## src/hdl/iec_defines.svh

```systemverilog
// register map, field positions and reset values of the encoder counter
// Summary of operation
// In quadrature format the total moves on every edge of either phase.
// The encoder supplies two phases a quarter period apart, a Gray pair.
// In step format the total moves by one on each rising step edge only.
// The direction level seen at a step edge picks increment or decrement.
// While the clear request is set the total is forced to zero.
// The total is a two's-complement signed 32-bit value over its range.
// Reading the total returns counts since the last clear and changes none.
// A direction flag shows whether the latest count went up or down.
// The wrap flag sets when the total rolls between maximum and minimum.
// Reading the total clears the wrap flag until the next rollover.
// Inputs are double synchronised and double phase changes are ignored.
`ifndef IEC_DEFINES_SVH
`define IEC_DEFINES_SVH

// byte addresses on the register bus
`define IEC_ADDR_CTRL      8'h00
`define IEC_ADDR_COUNT     8'h04
`define IEC_ADDR_STATUS    8'h08
`define IEC_ADDR_IRQ_STAT  8'h0C
`define IEC_ADDR_IRQ_MASK  8'h10

// control fields
`define IEC_CTRL_MODE_BIT  0
`define IEC_CTRL_CLR_BIT   1
`define IEC_CTRL_RESET     2'h0

// status fields
`define IEC_STAT_DIR_BIT   0
`define IEC_STAT_WRAP_BIT  1

// interrupt event bits, same layout in status and mask
`define IEC_IRQ_STEP_BIT   0
`define IEC_IRQ_WRAP_BIT   1
`define IEC_IRQ_BAD_BIT    2
`define IEC_IRQ_WIDTH      3
`define IEC_IRQ_RESET      3'h0

// tick total limits
`define IEC_COUNT_MAX      32'h7FFFFFFF
`define IEC_COUNT_MIN      32'h80000000
`define IEC_COUNT_RESET    32'h00000000

`endif

```

## src/hdl/iec_pkg.sv

```systemverilog
// types shared by the encoder counter modules
`default_nettype none

package iec_pkg;

  // input format of the encoder channel
  typedef enum logic
  {
    IEC_QUAD,
    IEC_STEPDIR
  } iec_mode_t;

  // one decoded movement from the front end
  typedef struct packed
  {
    logic valid;  // a count step happened this cycle
    logic up;     // step direction, high for increment
    logic bad;    // both quadrature phases changed together
  } iec_step_t;

endpackage

`default_nettype wire

```

## src/hdl/iec_top.sv

```systemverilog
// encoder counter top: apb registers, signed tick total, flags, interrupt
`include "iec_defines.svh"
`default_nettype none

module iec_top
(
  // clock and reset
  input  wire logic        I_CORE_CLK,
  input  wire logic        I_SYS_RST,
  // apb slave
  input  wire logic        I_PSEL,
  input  wire logic        I_PENABLE,
  input  wire logic        I_PWRITE,
  input  wire logic [7:0]  I_PADDR,
  input  wire logic [31:0] I_PWDATA,
  output logic      [31:0] O_PRDATA,
  output logic             O_PREADY,
  output logic             O_PSLVERR,
  // encoder pins, step on a and direction on b in step format
  input  wire logic        I_ENC_A,
  input  wire logic        I_ENC_B,
  // interrupt
  output logic             O_IRQ
);
  import iec_pkg::*;

  // decoder interface
  iec_step_t                      step;
  iec_mode_t                      mode;

  // control register
  logic [1:0]                     ctrl_q;
  logic [1:0]                     ctrl_d;
  logic                           clear_req;

  // tick total and flags
  logic signed [31:0]             count_q;
  logic signed [31:0]             count_d;
  logic                           dir_q;
  logic                           dir_d;
  logic                           wrap_q;
  logic                           wrap_d;
  logic                           at_max;
  logic                           at_min;
  logic                           wrap_evt;
  logic                           step_evt;

  // interrupt registers
  logic [`IEC_IRQ_WIDTH-1:0]      istat_q;
  logic [`IEC_IRQ_WIDTH-1:0]      istat_d;
  logic [`IEC_IRQ_WIDTH-1:0]      imask_q;
  logic [`IEC_IRQ_WIDTH-1:0]      imask_d;
  logic [`IEC_IRQ_WIDTH-1:0]      events;
  logic [`IEC_IRQ_WIDTH-1:0]      w1c;
  logic                           irq_q;

  // bus registers
  logic [31:0]                    prdata_q;
  logic                           pready_q;
  logic                           pslverr_q;

  // bus decode
  logic                           setup;
  logic                           access;
  logic                           wr_acc;
  logic                           rd_acc;
  logic                           sel_ctrl;
  logic                           sel_count;
  logic                           sel_status;
  logic                           sel_istat;
  logic                           sel_imask;
  logic                           hit;
  logic [31:0]                    rd_mux;
  logic                           count_read;

  // front end: synchronisers and edge decode
  iec_decode u_decode
  (
    .i_clk     (I_CORE_CLK),
    .i_rst     (I_SYS_RST),
    .i_mode    (mode),
    .i_phase_a (I_ENC_A),
    .i_phase_b (I_ENC_B),
    .o_step    (step)
  );

  // ------------------------------------------------------------------
  // apb decode
  // ------------------------------------------------------------------

  // pready is high only in the access cycle, so every access is two cycles
  assign setup  = I_PSEL & ~I_PENABLE;
  assign access = I_PSEL & I_PENABLE & pready_q;
  assign wr_acc = access & I_PWRITE;
  assign rd_acc = access & ~I_PWRITE;

  // full byte address compare, so misaligned addresses miss
  assign sel_ctrl   = (I_PADDR == `IEC_ADDR_CTRL);
  assign sel_count  = (I_PADDR == `IEC_ADDR_COUNT);
  assign sel_status = (I_PADDR == `IEC_ADDR_STATUS);
  assign sel_istat  = (I_PADDR == `IEC_ADDR_IRQ_STAT);
  assign sel_imask  = (I_PADDR == `IEC_ADDR_IRQ_MASK);
  assign hit        = sel_ctrl | sel_count | sel_status | sel_istat |
                      sel_imask;

  // read data, unused bits read as zero; only a read of the total has a side effect, it clears wrap
  assign rd_mux =
    sel_ctrl   ? {30'h0, ctrl_q} :
    sel_count  ? count_q :
    sel_status ? {30'h0, wrap_q, dir_q} :
    sel_istat  ? {29'h0, istat_q} :
    sel_imask  ? {29'h0, imask_q} :
                 32'h0;

  // a completed read of the total is what clears the wrap flag
  assign count_read = rd_acc & sel_count;

  // ------------------------------------------------------------------
  // control register
  // ------------------------------------------------------------------

  // mode and clear are plain software levels
  assign ctrl_d    = (wr_acc && sel_ctrl) ? I_PWDATA[1:0] : ctrl_q;
  assign mode      = ctrl_q[`IEC_CTRL_MODE_BIT] ? IEC_STEPDIR : IEC_QUAD;
  assign clear_req = ctrl_q[`IEC_CTRL_CLR_BIT];

  always_ff @(posedge I_CORE_CLK)
  begin
    if (I_SYS_RST)
      ctrl_q <= `IEC_CTRL_RESET;
    else
      ctrl_q <= ctrl_d;
  end

  // ------------------------------------------------------------------
  // tick total
  // ------------------------------------------------------------------

  // wrap is detected before the add so the 32-bit sum can simply roll
  assign at_max   = (count_q == `IEC_COUNT_MAX);
  assign at_min   = (count_q == `IEC_COUNT_MIN);
  assign step_evt = step.valid & ~clear_req;
  assign wrap_evt = step_evt &
                    ((step.up & at_max) | (~step.up & at_min));

  // clear dominates any step in the same cycle
  always_comb
  begin
    count_d = count_q;
    if (clear_req)
      count_d = `IEC_COUNT_RESET;
    else if (step.valid && step.up)
      count_d = count_q + 32'sh00000001;
    else if (step.valid)
      count_d = count_q - 32'sh00000001;
  end

  // direction follows each counted step and survives a clear
  assign dir_d = step_evt ? step.up : dir_q;

  // a rollover in the same cycle as the read wins over the clear
  assign wrap_d = wrap_evt | (wrap_q & ~count_read);

  always_ff @(posedge I_CORE_CLK)
  begin
    if (I_SYS_RST)
    begin
      count_q <= `IEC_COUNT_RESET;
      dir_q   <= 1'b0;
      wrap_q  <= 1'b0;
    end
    else
    begin
      count_q <= count_d;
      dir_q   <= dir_d;
      wrap_q  <= wrap_d;
    end
  end

  // ------------------------------------------------------------------
  // interrupts
  // ------------------------------------------------------------------

  // events: any count step, a rollover, a refused double phase change
  assign events[`IEC_IRQ_STEP_BIT] = step_evt;
  assign events[`IEC_IRQ_WRAP_BIT] = wrap_evt;
  assign events[`IEC_IRQ_BAD_BIT]  = step.bad & ~clear_req;

  // write one to clear; a new event in the same cycle keeps its bit set
  assign w1c     = (wr_acc && sel_istat) ?
                   I_PWDATA[`IEC_IRQ_WIDTH-1:0] : `IEC_IRQ_RESET;
  assign istat_d = (istat_q & ~w1c) | events;
  assign imask_d = (wr_acc && sel_imask) ?
                   I_PWDATA[`IEC_IRQ_WIDTH-1:0] : imask_q;

  // the output lags the status by one cycle to come from a flop
  always_ff @(posedge I_CORE_CLK)
  begin
    if (I_SYS_RST)
    begin
      istat_q <= `IEC_IRQ_RESET;
      imask_q <= `IEC_IRQ_RESET;
      irq_q   <= 1'b0;
    end
    else
    begin
      istat_q <= istat_d;
      imask_q <= imask_d;
      irq_q   <= |(istat_q & imask_q);
    end
  end

  // ------------------------------------------------------------------
  // apb answer
  // ------------------------------------------------------------------

  // read data is captured in setup, so the access cycle sees a stable word
  always_ff @(posedge I_CORE_CLK)
  begin
    if (I_SYS_RST)
    begin
      pready_q  <= 1'b0;
      prdata_q  <= 32'h0;
      pslverr_q <= 1'b0;
    end
    else
    begin
      pready_q  <= setup;
      prdata_q  <= (setup && !I_PWRITE) ? rd_mux : 32'h0;
      pslverr_q <= setup & ~hit;
    end
  end

  assign O_PRDATA  = prdata_q;
  assign O_PREADY  = pready_q;
  assign O_PSLVERR = pslverr_q;
  assign O_IRQ     = irq_q;
endmodule

`default_nettype wire

```

## src/hdl/iec_decode.sv

```systemverilog
// synchroniser and edge decoder for the encoder inputs
`default_nettype none

module iec_decode
(
  // clock and reset
  input  wire logic              i_clk,
  input  wire logic              i_rst,
  // format select
  input  wire iec_pkg::iec_mode_t i_mode,
  // raw encoder pins
  input  wire logic              i_phase_a,
  input  wire logic              i_phase_b,
  // decoded movement
  output iec_pkg::iec_step_t     o_step
);
  import iec_pkg::*;

  logic [1:0] meta_q;   // first stage, read only by the second
  logic [1:0] sync_q;   // second stage, safe to use
  logic [1:0] prev_q;   // last settled sample for edge detection
  logic       chg_a;
  logic       chg_b;
  logic       quad_up;
  logic       step_rise;

  // two-stage synchronisers plus history register
  always_ff @(posedge i_clk)
  begin
    if (i_rst)
    begin
      meta_q <= 2'h0;
      sync_q <= 2'h0;
      prev_q <= 2'h0;
    end
    else
    begin
      meta_q <= {i_phase_a, i_phase_b};
      sync_q <= meta_q;
      prev_q <= sync_q;
    end
  end

  // gray walk 00-01-11-10 counts up
  assign chg_a     = sync_q[1] ^ prev_q[1];
  assign chg_b     = sync_q[0] ^ prev_q[0];
  assign quad_up   = prev_q[1] ^ sync_q[0];
  assign step_rise = sync_q[1] & ~prev_q[1];  // falling step ignored

  // one edge of either phase counts, a double change is refused
  always_comb
  begin
    o_step = '0;
    if (i_mode == IEC_QUAD)
    begin
      o_step.valid = chg_a ^ chg_b;
      o_step.up    = quad_up;
      o_step.bad   = chg_a & chg_b;
    end
    else
    begin
      o_step.valid = step_rise;
      o_step.up    = sync_q[0];
    end
  end
endmodule

`default_nettype wire

```

## config.mk

```make
export PLATFORM = sky130hd
export DESIGN_NAME = iec_top
export DESIGN_NICKNAME = d
export VERILOG_FILES = /design/src/hdl/iec_pkg.sv /design/src/hdl/iec_top.sv /design/src/hdl/iec_decode.sv
export VERILOG_INCLUDE_DIRS = /design/src /design/src/hdl
export SDC_FILE = /design/constraint.sdc
export NUM_CORES = 1
export LEC_CHECK = 0
export BUFFER_PORTS_ARGS = -buffer_cell sky130_fd_sc_hd__buf_2
export CORE_MARGIN = 1.5
export CORE_UTILIZATION = 45
export CTS_CLUSTER_SIZE = 25
export DETAILED_ROUTE_END_ITERATION = 8
export GPL_TIMING_DRIVEN = 0
export HOLD_SLACK_MARGIN = 0.05
export PLACE_DENSITY = 0.74
export SYNTH_ARGS = -nofsm -noshare
export SYNTH_HDL_FRONTEND = slang
export SYNTH_SLANG_ARGS = --single-unit
```

## constraint.sdc

```tcl
create_clock -name I_CORE_CLK -period 6.2 [get_ports I_CORE_CLK]
set_input_delay 1.24 -clock I_CORE_CLK [delete_from_list [all_inputs] [get_ports I_CORE_CLK]]
set_output_delay 1.24 -clock I_CORE_CLK [all_outputs]
set_load 0.02 [all_outputs]
```

==> results of run 1 <==
through the flow:
stage | util, % | total power, mW
finish | 53.4 | 2.92
global route | 53.4 | 3.17
CTS | 53.4 | 2.90
detailed placement | 51.3 | 2.45
global placement | 50.9 | 2.42
floorplan | - | 2.07
logic make-up (layout without fill, tap and decap cells):
kind of cell | count (synthesis) | count (layout) | synth area share, %
simple gates | 249 | 249 | 26.9
compound gates | 155 | 155 | 21.4
flops | 83 | 83 | 34.3
fa+ha+maj | 36 | 36 | 9.45
buf+inv | 33 | 102 | 2.79
xor+xnor | 19 | 19 | 3.43
mux | 8 | 8 | 1.70
registers in the layout (all words and copies together) (netlist names), 2 cells and up:
name,flops
u_decode.meta_q,2
count_q,32
imask_q,3
ctrl_q,2
istat_q,3
O_PRDATA,32
u_decode.prev_q,2
u_decode.sync_q,2
layout make-up:
class | instances | share of cell area (%)
multi-input cells | 467 | 55.3
flip-flops and latches | 83 | 30.0
repair buffers | 53 | 5.19
well taps | 136 | 3.07
clock buffers | 9 | 2.24
clock inverters | 7 | 1.81
plain buffers | 23 | 1.76
inverters | 10 | 0.677
worst max-delay path: stages, from the launching register on:
cell	delay [ns]
dfxtp_1	0.31
clkbuf_1	0.30
xor2_1	0.19
ha_1	0.25
nor2b_1	0.18
a32oi_4	0.53
buf_16	0.26
ha_1	0.29
nor2b_1	0.18
o2111ai_1	0.33
a211oi_1	0.20
o31ai_2	0.49
a21oi_1	0.18
or3_1	0.38
a32o_1	0.24
synthesized netlist by cell type (2+ instances only):
library cell	n	share of area (%)
or3_1	9	1.2
nor3b_1	4	0.62
nor4b_1	3	0.54
a21o_1	18	2.8
ha_1	35	9.0
o21ai_0	22	2.3
nor4_1	10	1.3
a21boi_1	2	0.31
a31oi_1	3	0.39
buf_2	3	0.31
clkbuf_1	19	1.5
o21ai_1	9	0.93
nand4_1	18	2.3
o2111ai_1	4	0.72
dfxtp_1	83	34
o211a_1	2	0.41
a221oi_1	2	0.36
nand2b_1	7	0.90
a32o_1	6	1.2
mux2i_1	6	1.2
a21oi_1	48	5.0
and2_1	32	4.1
o21bai_1	4	0.62
nand3_1	17	1.8
nor3_1	11	1.1
o31ai_1	4	0.62
or4_1	4	0.62
xor2_1	7	1.3
nand2_1	65	5.0
a21boi_0	2	0.31
and4_1	2	0.36
mux2_2	2	0.46
a211oi_1	5	0.77
and3_1	5	0.65
nor2b_1	11	1.4
xnor2_1	12	2.2
o21a_1	3	0.46
nor2_1	44	3.4
inv_1	10	0.77
where the power goes:
group | leakage [nW] | switching (mW) | internal [mW] | total (mW)
clock network | 0.102 | 0.213 | 0.229 | 0.442
logic | 1.61 | 1.01 | 0.731 | 1.74
registers | 0.675 | 0.130 | 0.614 | 0.745
routing by layer:
| metal | wire length (µm) | GRT usage [%] |
|---|---|---|
| met1 | 5770 | 29.8 |
| met2 | 6150 | 38.9 |
| met3 | 664 | 4.19 |
| met4 | 329 | 10.3 |
| met5 | 0 | 0 |
worst paths after layout:
check                                          end
worst max-delay path                   count_q[30]
worst min-delay path            u_decode.sync_q[0]
worst max register to register         count_q[30]
worst min register to register  u_decode.sync_q[0]
==> out/qor.txt, run 1 <==
Final hold vios: 0
Clock slew at reported path FFs: 0.09 ns
Area Growth Syn to Fin: 14.3%
Cell Rows: 37
Vias in the first global route: 4389
Fin Hold WS: 0.442 ns
CTS Root Cell: clkbuf_8
Reg2reg setup slack: 1.79 ns
Hold Path Origin: u_decode.meta_q[0]
Slew Viols, Final: 0
LEAKAGE: 2.39 nW
HPWL Detailed: 9.65 mm
CP startpoint: u_decode.sync_q[0]
IO buf count: 52
Final WS setup: 1.79 ns
CTS tree: done
WL/cell: 16.4 µm
Mean Syn Cell Area: 8.32 µm²
DIE AREA: 11400 µm²
Non-Filler Instances: 788
Die X: 107 µm
Share of layout cells above drive strength 1: 13.0%
Layout net count: 730
Worst slew margin: 48.2%
CTS resizes: 0
Hold buffer count at cts: 0
First-pass GRT wire length: 21.2 mm
Yosys cell types: 69
Unrepaired setup endpoints after global routing: no
Syn Nets: 666
Dpl cells: 772
Multi-input combinational cell area: 3060 µm²
Register area: 1660 µm²
Worst skew pair latency: 0.37 ns
Vias: 4543
GP Congestion: 0.931
Setup TNS: 0 ns
H-tree Lvls: 3
Fmax: 227 MHz
Initial cell density of the core: 46.8%
FFs w/ async S/R, synth: 0%
Crit path required time: 6.47 ns
Post-CTS setup buffer count: 0
# diodes: 0
WS Path Type: reg -> reg
Remaining global-route overflow: 0
Crit. End Element: flop
Flop and latch count out of synthesis: 83
Worst slew pin tran: 0.774 ns
HP Class: reg -> reg
Sequential-to-total area share from yosys stat: 34.3%
Starting DRT DRC Count: 327
Post-synth EDFFs: 0
Critical path arrival: 4.68 ns
PD cells: 528 nW/µm²
Pre-CTS worst setup slack: 1.91 ns
Die Y: 107 µm
VDD IR-drop max: 0.000255 V
R2r startpoint: u_decode.sync_q[0]
Startpoint types: flop
Io pins: 82
Worst Path Max Fanout: 27
Design area: 5540 µm²
Fin crit share: 71.1%
Post-DRT Antenna Nets: 0
Min cycle time layout: 4.41 ns
Hold path cells: 1
Ys Warns: 0
Fillers: 978
Status: complete, no violations
Initial antenna violation count: 0
Max_cap viols: 0
Sinks on the clock net: 83
Post-DP Area: 5320 µm²
Total track usage: 23.5%
Setup Skew: 0.0109 ns
Synthesized area: 4850 µm²
Vias per Instance: 5.77
FF-to-FF path depth: 14
Most frequent cells in the layout: 83 x dfxtp_1, 65 x nand2_1, 55 x buf_2
Final Setup Violations: 0
Most common cell after layout, fill and taps aside: dfxtp_1
Residual DRC count: 0
Mapped Cells: 583
Synth Flop Type: dfxtp_1
Total detailed-routing wirelength: 12.9 mm
Core area: 10400 µm²
Detailed Routing Iterations Pass 1: 4
Largest net degree at the start of global routing: 28
CTS Buffer Depth: 2
CTS Buf Count: 9
Note: power is estimated with default switching activity, not from simulation.
==> inputs of run 2 (changes only) <==
clock period = 4.4 ns   (was 6.2 ns; I/O delays follow)
==> run 2 against run 1 <==
Effect of this change:
- non-clock buffer count increased by 2
- register-to-register slack got worse by 1.6 ns
- die area stayed put
- utilization increased by 0.22 points
- count of clock-buffer cells in the layout unchanged
- clock power is 41% higher
- critical path type unchanged
==> out/qor.txt, run 2 (synthesized netlist as in run 1, its figures left out) <==
Status: complete, no violations (unchanged)
Io pins: 82 (unchanged)
Initial cell density of the core: 46.8% (unchanged)
R2r startpoint: u_decode.sync_q[0] (unchanged)
Sinks on the clock net: 83 (unchanged)
Vias: 4562 (was 4543)
HPWL Detailed: 9.65 mm (unchanged)
Sw Share: 46.2% (about the same)
Sw Pwr: 1.92 mW (was 1.35 mW)
Setup TNS: 0 ns (unchanged)
Largest net degree at the start of global routing: 28 (unchanged)
Die Y: 107 µm (unchanged)
Share of layout cells above drive strength 1: 13.5% (was 13.0%)
Most frequent cells in the layout: 83 x dfxtp_1, 65 x nand2_1, 55 x buf_2 (unchanged)
Final Setup Violations: 0 (unchanged)
First-pass GRT wire length: 21.2 mm (unchanged)
Post-DP Area: 5320 µm² (unchanged)
CTS Buffer Depth: 2 (unchanged)
Worst slew margin: 47.7% (was 48.2%)
Min cycle time layout: 4.17 ns (was 4.41 ns)
Unrepaired setup endpoints after global routing: no (unchanged)
GP Congestion: 0.931 (unchanged)
Critical path arrival: 4.45 ns (was 4.68 ns)
Crit path required time: 4.68 ns (was 6.47 ns)
Worst slew pin tran: 0.782 ns (was 0.774 ns)
Total detailed-routing wirelength: 13.0 mm (was 12.9 mm)
Post-DRT Antenna Nets: 0 (unchanged)
H-tree Lvls: 3 (unchanged)
Remaining global-route overflow: 0 (unchanged)
PD cells: 745 nW/µm² (was 528 nW/µm²)
Hold buffer count at cts: 0 (unchanged)
Clock Power Share: 15.1% (about the same)
Fmax: 240 MHz (was 227 MHz)
Most common cell after layout, fill and taps aside: dfxtp_1 (unchanged)
Initial antenna violation count: 0 (unchanged)
# diodes: 0 (unchanged)
WS Path Type: reg -> reg (unchanged)
Die X: 107 µm (unchanged)
IO buf count: 52 (unchanged)
Max_cap viols: 0 (unchanged)
HP Class: reg -> reg (unchanged)
Reg2reg setup slack: 0.23 ns (was 1.79 ns)
Crit. End Element: flop (unchanged)
Residual DRC count: 0 (unchanged)
Layout net count: 732 (was 730)
Slew Viols, Final: 0 (unchanged)
Clock slew at reported path FFs: 0.09 ns (about the same)
Worst skew pair latency: 0.37 ns (about the same)
CTS Buf Count: 9 (unchanged)
Final hold vios: 0 (unchanged)
DIE AREA: 11400 µm² (unchanged)
Core area: 10400 µm² (unchanged)
Pre-CTS worst setup slack: 0.112 ns (was 1.91 ns)
Setup crit end: count_q[30] (unchanged)
Seq pwr share: 25.3% (was 25.5%)
Comb pwr share: 59.6% (was 59.4%)
Vias per Instance: 5.77 (about the same)
VDD IR-drop max: 0.000359 V (was 0.000255 V)
WL/cell: 16.4 µm (about the same)
Final WS setup: 0.227 ns (was 1.79 ns)
Design area: 5560 µm² (was 5540 µm²)
Pint: 2.23 mW (was 1.57 mW)
LEAKAGE: 2.40 nW (was 2.39 nW)
CTS Root Cell: clkbuf_8 (unchanged)
FF-to-FF path depth: 14 (unchanged)
RR Endpoint: count_q[30] (unchanged)
Setup Skew: 0.00983 ns (was 0.0109 ns)
Vias in the first global route: 4389 (unchanged)
Starting DRT DRC Count: 289 (was 327)
Worst Path Max Fanout: 27 (unchanged)
Startpoint types: flop (unchanged)
Fin crit share: 94.9% (was 71.1%)
CP startpoint: u_decode.sync_q[0] (unchanged)
Cell Rows: 37 (unchanged)
Total track usage: 23.5% (unchanged)
Area Growth Syn to Fin: 14.8% (was 14.3%)
CTS tree: done (unchanged)
Detailed Routing Iterations Pass 1: 7 (was 4)
-- run 2: worst max-delay path: stages (launching register included) --
cell and delay, ns:
dfxtp_1 0.31, clkbuf_1 0.30, xor2_1 0.19, ha_1 0.25, nor2b_1 0.18, a32oi_4 0.29, buf_16 0.22, ha_1 0.29
nor2b_1 0.18, o2111ai_1 0.33, a211oi_1 0.21, o31ai_2 0.52, a21oi_1 0.18, or3_1 0.38, a32o_1 0.24
-- run 2: worst min-delay path by stage --
stage	start	endpoint	slack, ns	cells past startpoint
5_1_grt	u_decode.meta_q[0]	u_decode.sync_q[0]	0.47	1
2_1_floorplan	u_decode.meta_q[0]	u_decode.sync_q[0]	0.41	1
4_1_cts	u_decode.meta_q[0]	u_decode.sync_q[0]	0.45	1
3_3_place_gp	u_decode.meta_q[1]	u_decode.sync_q[1]	0.42	1
3_5_place_dp	u_decode.meta_q[0]	u_decode.sync_q[0]	0.43	1
6_report	u_decode.meta_q[0]	u_decode.sync_q[0]	0.44	1
-- run 2: power groups by stage --
stage,Sequential [mW],Combinational [mW],Clock [mW]
2_1_floorplan,0.984,1.93,0
3_3_place_gp,1.05,2.35,0
3_5_place_dp,1.06,2.39,0
4_1_cts,1.04,2.41,0.638
5_1_grt,1.06,2.76,0.668
6_report,1.05,2.47,0.624
-- run 2: layer usage --
metal  part of all wire [%]  GRT usage, %  up-vias  routed length, µm
met1                     44          29.8     2139               5740
met4                    1.9          10.3        0                247
met5                      0             0        -                  0
met3                    5.7          4.19       25                741
li1                       -             -     2276                  -
met2                     48          38.9      122               6250
-- run 2: metrics by stage --
step	std cells	utilization, %	hold slack (ns)	power, mW
after floorplan	583	-	0.414	2.91
after global placement	771	50.9	0.416	3.41
after detailed placement	772	51.3	0.425	3.45
after CTS	788	53.4	0.446	4.09
after global routing	790	53.7	0.468	4.49
final	790	53.7	0.440	4.14
-- run 2: cell type report --
cell class,instances,area (µm²)
buffer,23,97.6
clock buffer,9,124
clock inverter,7,100
fill,980,4810
inverter,10,37.5
multi-input combinational,467,3070
sequential,83,1660
tap,136,170
timing repair buffer,55,303
-- run 2: what timing repair did --
action	4_1_cts	5_1_grt
gates resized for setup	0	2
buffers inserted	0	2
setup endpoints to repair	0	8
==> inputs of run 3 (changes only) <==
PLACE_DENSITY = unset   (was 0.74)
PLACE_DENSITY_LB_ADDON = 0.08   (was unset)
==> run 3 against run 2 <==
Effect of this change:
- clock skew about the same
- sequential power hardly changed
- maximum frequency grew 3.0%
- register-to-register slack gained 0.12 ns
- combinational power about the same
- non-clock buffer count fell by 1
- global-route usage rose by 0.081 points
- final area down 0.52%
- critical path depth up 1
- sequential share of layout area is 0.16 points higher
- clock power fell by 4.2%
- sequential cell count did not move
- largest cell class unchanged
==> out/qor.txt, run 3 (synthesized netlist as in run 1, its figures left out) <==
FF-to-FF path depth: 15 (was 14)
Fin crit share: 92.0% (was 94.9%)
Seq pwr share: 25.4% (was 25.3%)
Status: complete, no violations (unchanged)
CP peak stage delay: 0.49 ns (was 0.52 ns)
Post-DP Area: 5320 µm² (unchanged)
HP Class: reg -> reg (unchanged)
Hold buffer count at cts: 0 (unchanged)
Max_cap viols: 0 (unchanged)
Reg2reg setup slack: 0.35 ns (was 0.23 ns)
RR Endpoint: count_q[28] (was count_q[30])
Most frequent cells in the layout: 83 x dfxtp_1, 65 x nand2_1, 55 x buf_2 (unchanged)
IO buf count: 52 (unchanged)
VDD IR-drop max: 0.000435 V (was 0.000359 V)
Clock slew at reported path FFs: 0.09 ns (about the same)
CTS tree: done (unchanged)
Worst path slowest cell: or4_1 (was o31ai_2)
Most frequent CP cell: nor2b_1
R2r startpoint: u_decode.sync_q[0] (unchanged)
CTS Buffer Depth: 2 (unchanged)
Cell Rows: 37 (unchanged)
Area Growth Syn to Fin: 14.2% (was 14.8%)
HPWL Detailed: 9.79 mm (was 9.65 mm)
Pint: 2.22 mW (was 2.23 mW)
Io pins: 82 (unchanged)
Hold endpoint: u_decode.sync_q[1] (was u_decode.sync_q[0])
Setup Skew: 0.0100 ns (was 0.00983 ns)
Initial antenna violation count: 0 (unchanged)
Design area: 5540 µm² (was 5560 µm²)
Die Y: 107 µm (unchanged)
Total detailed-routing wirelength: 12.9 mm (was 13.0 mm)
Crit path required time: 4.70 ns (was 4.68 ns)
Residual DRC count: 0 (unchanged)
Fmax: 247 MHz (was 240 MHz)
Die X: 107 µm (unchanged)
Worst slew margin: 49.9% (was 47.7%)
Vias: 4576 (was 4562)
Hold path cells: 1 (unchanged)
Total track usage: 23.6% (was 23.5%)
Layout net count: 731 (was 732)
Worst slew pin tran: 0.749 ns (was 0.782 ns)
Remaining global-route overflow: 0 (unchanged)
PD cells: 743 nW/µm² (was 745 nW/µm²)
Slew Viols, Final: 0 (unchanged)
GP Congestion: 0.863 (was 0.931)
Sw Share: 46.2% (about the same)
Worst Path Max Fanout: 24 (was 27)
Sw Pwr: 1.90 mW (was 1.92 mW)
Starting DRT DRC Count: 201 (was 289)
Most common cell after layout, fill and taps aside: dfxtp_1 (unchanged)
LEAKAGE: 2.39 nW (was 2.40 nW)
Detailed Routing Iterations Pass 1: 7 (unchanged)
WL/cell: 16.3 µm (was 16.4 µm)
Final Setup Violations: 0 (unchanged)
# diodes: 0 (unchanged)
DIE AREA: 11400 µm² (unchanged)
Worst skew pair latency: 0.37 ns (about the same)
Share of layout cells above drive strength 1: 12.9% (was 13.5%)
Min cycle time layout: 4.05 ns (was 4.17 ns)
Post-DRT Antenna Nets: 0 (unchanged)
Fin Hold WS: 0.435 ns (was 0.440 ns)
Largest net degree at the start of global routing: 25 (was 28)
Vias per Instance: 5.80 (was 5.77)
Unrepaired setup endpoints after global routing: no (unchanged)
Sinks on the clock net: 83 (unchanged)
Final hold vios: 0 (unchanged)
Comb pwr share: 60.1% (was 59.6%)
WS Path Type: reg -> reg (unchanged)
Clock Power Share: 14.5% (was 15.1%)
Initial cell density of the core: 46.8% (unchanged)
First-pass GRT wire length: 21.1 mm (was 21.2 mm)
CTS Buf Count: 9 (unchanged)
H-tree Lvls: 3 (unchanged)
Startpoint types: flop (unchanged)
Hold Path Origin: u_decode.meta_q[1] (was u_decode.meta_q[0])
Vias in the first global route: 4261 (was 4389)
CTS Root Cell: clkbuf_8 (unchanged)
Core area: 10400 µm² (unchanged)
Worst path cell trace: clkbuf_1, xor2_1, ha_1, nor2b_1, a32oi_4, buf_16, inv_1, fa_1, nor2b_1, o2111ai_1, a21boi_1, o41a_1, a21oi_1, or4_1, nand3_1 (was clkbuf_1, xor2_1, ha_1, nor2b_1, a32oi_4, buf_16, ha_1, nor2b_1, o2111ai_1, a211oi_1, o31ai_2, a21oi_1, or3_1, a32o_1)
Critical path arrival: 4.35 ns (was 4.45 ns)
Crit. End Element: flop (unchanged)
## run 3: final cells by class
type,count,area (µm²)
Sequential cell,83,1660
Multi-Input combinational cell,467,3060
Tap cell,136,170
Buffer,23,97.6
Fill cell,1004,4830
Inverter,10,37.5
Clock inverter,5,77.6
Timing Repair Buffer,54,295
Clock buffer,11,131
## run 3: what timing repair did
item | CTS | global route
gates resized for setup | 0 | 1
setup endpoints to repair | 1 | 6
pin swaps | 1 | 1
buffers inserted | 0 | 1
## run 3: metal layers
layer,share of wire (%),track usage (%)
met3,4.6,2.92
met1,46,31.3
met4,2.3,8.67
met2,47,39.1
met5,0,0
## run 3: power groups by stage
| stage | Combinational [mW] | Clock (mW) | Sequential (mW) |
|---|---|---|---|
| 2_1_floorplan | 1.93 | 0 | 0.984 |
| 3_3_place_gp | 2.38 | 0 | 1.06 |
| 3_5_place_dp | 2.41 | 0 | 1.06 |
| 4_1_cts | 2.43 | 0.615 | 1.04 |
| 5_1_grt | 2.75 | 0.642 | 1.06 |
| 6_report | 2.47 | 0.598 | 1.05 |
## run 3: critical path: cells and delay by family, from the launching register on
family | cells | cell delay (ns)
flops | 1 | 0.32
xor+xnor | 1 | 0.18
simple gates | 4 | 0.98
compound gates | 5 | 1.30
buf+inv | 3 | 0.57
fa+ha+maj | 2 | 0.63
## run 3: worst max path at each step
| stage | start | endpoint | slack [ns] | cells after the start |
|---|---|---|---|---|
| after global routing | u_decode.sync_q[0] | count_q[29] | 0.07 | 15 |
| after global placement | u_decode.sync_q[0] | count_q[30] | -0.85 | 13 |
| final | u_decode.sync_q[0] | count_q[28] | 0.35 | 15 |
| after CTS | u_decode.sync_q[0] | count_q[28] | 0.01 | 15 |
| after floorplan | u_decode.prev_q[1] | count_q[30] | 0.1 | 15 |
| after detailed placement | u_decode.sync_q[0] | count_q[28] | 0.02 | 15 |
## run 3: per-stage QoR
step	setup slack [ns]	instances	utilization (%)	setup TNS (ns)	power, mW
final	0.350	789	53.4	0	4.11
after global routing	0.0745	789	53.4	0	4.46
after CTS	0.0122	788	53.3	0	4.09
after detailed placement	0.0220	772	51.3	0	3.47
after global placement	-0.849	771	50.9	-12.11	3.44
after floorplan	0.0976	583	-	0	2.91
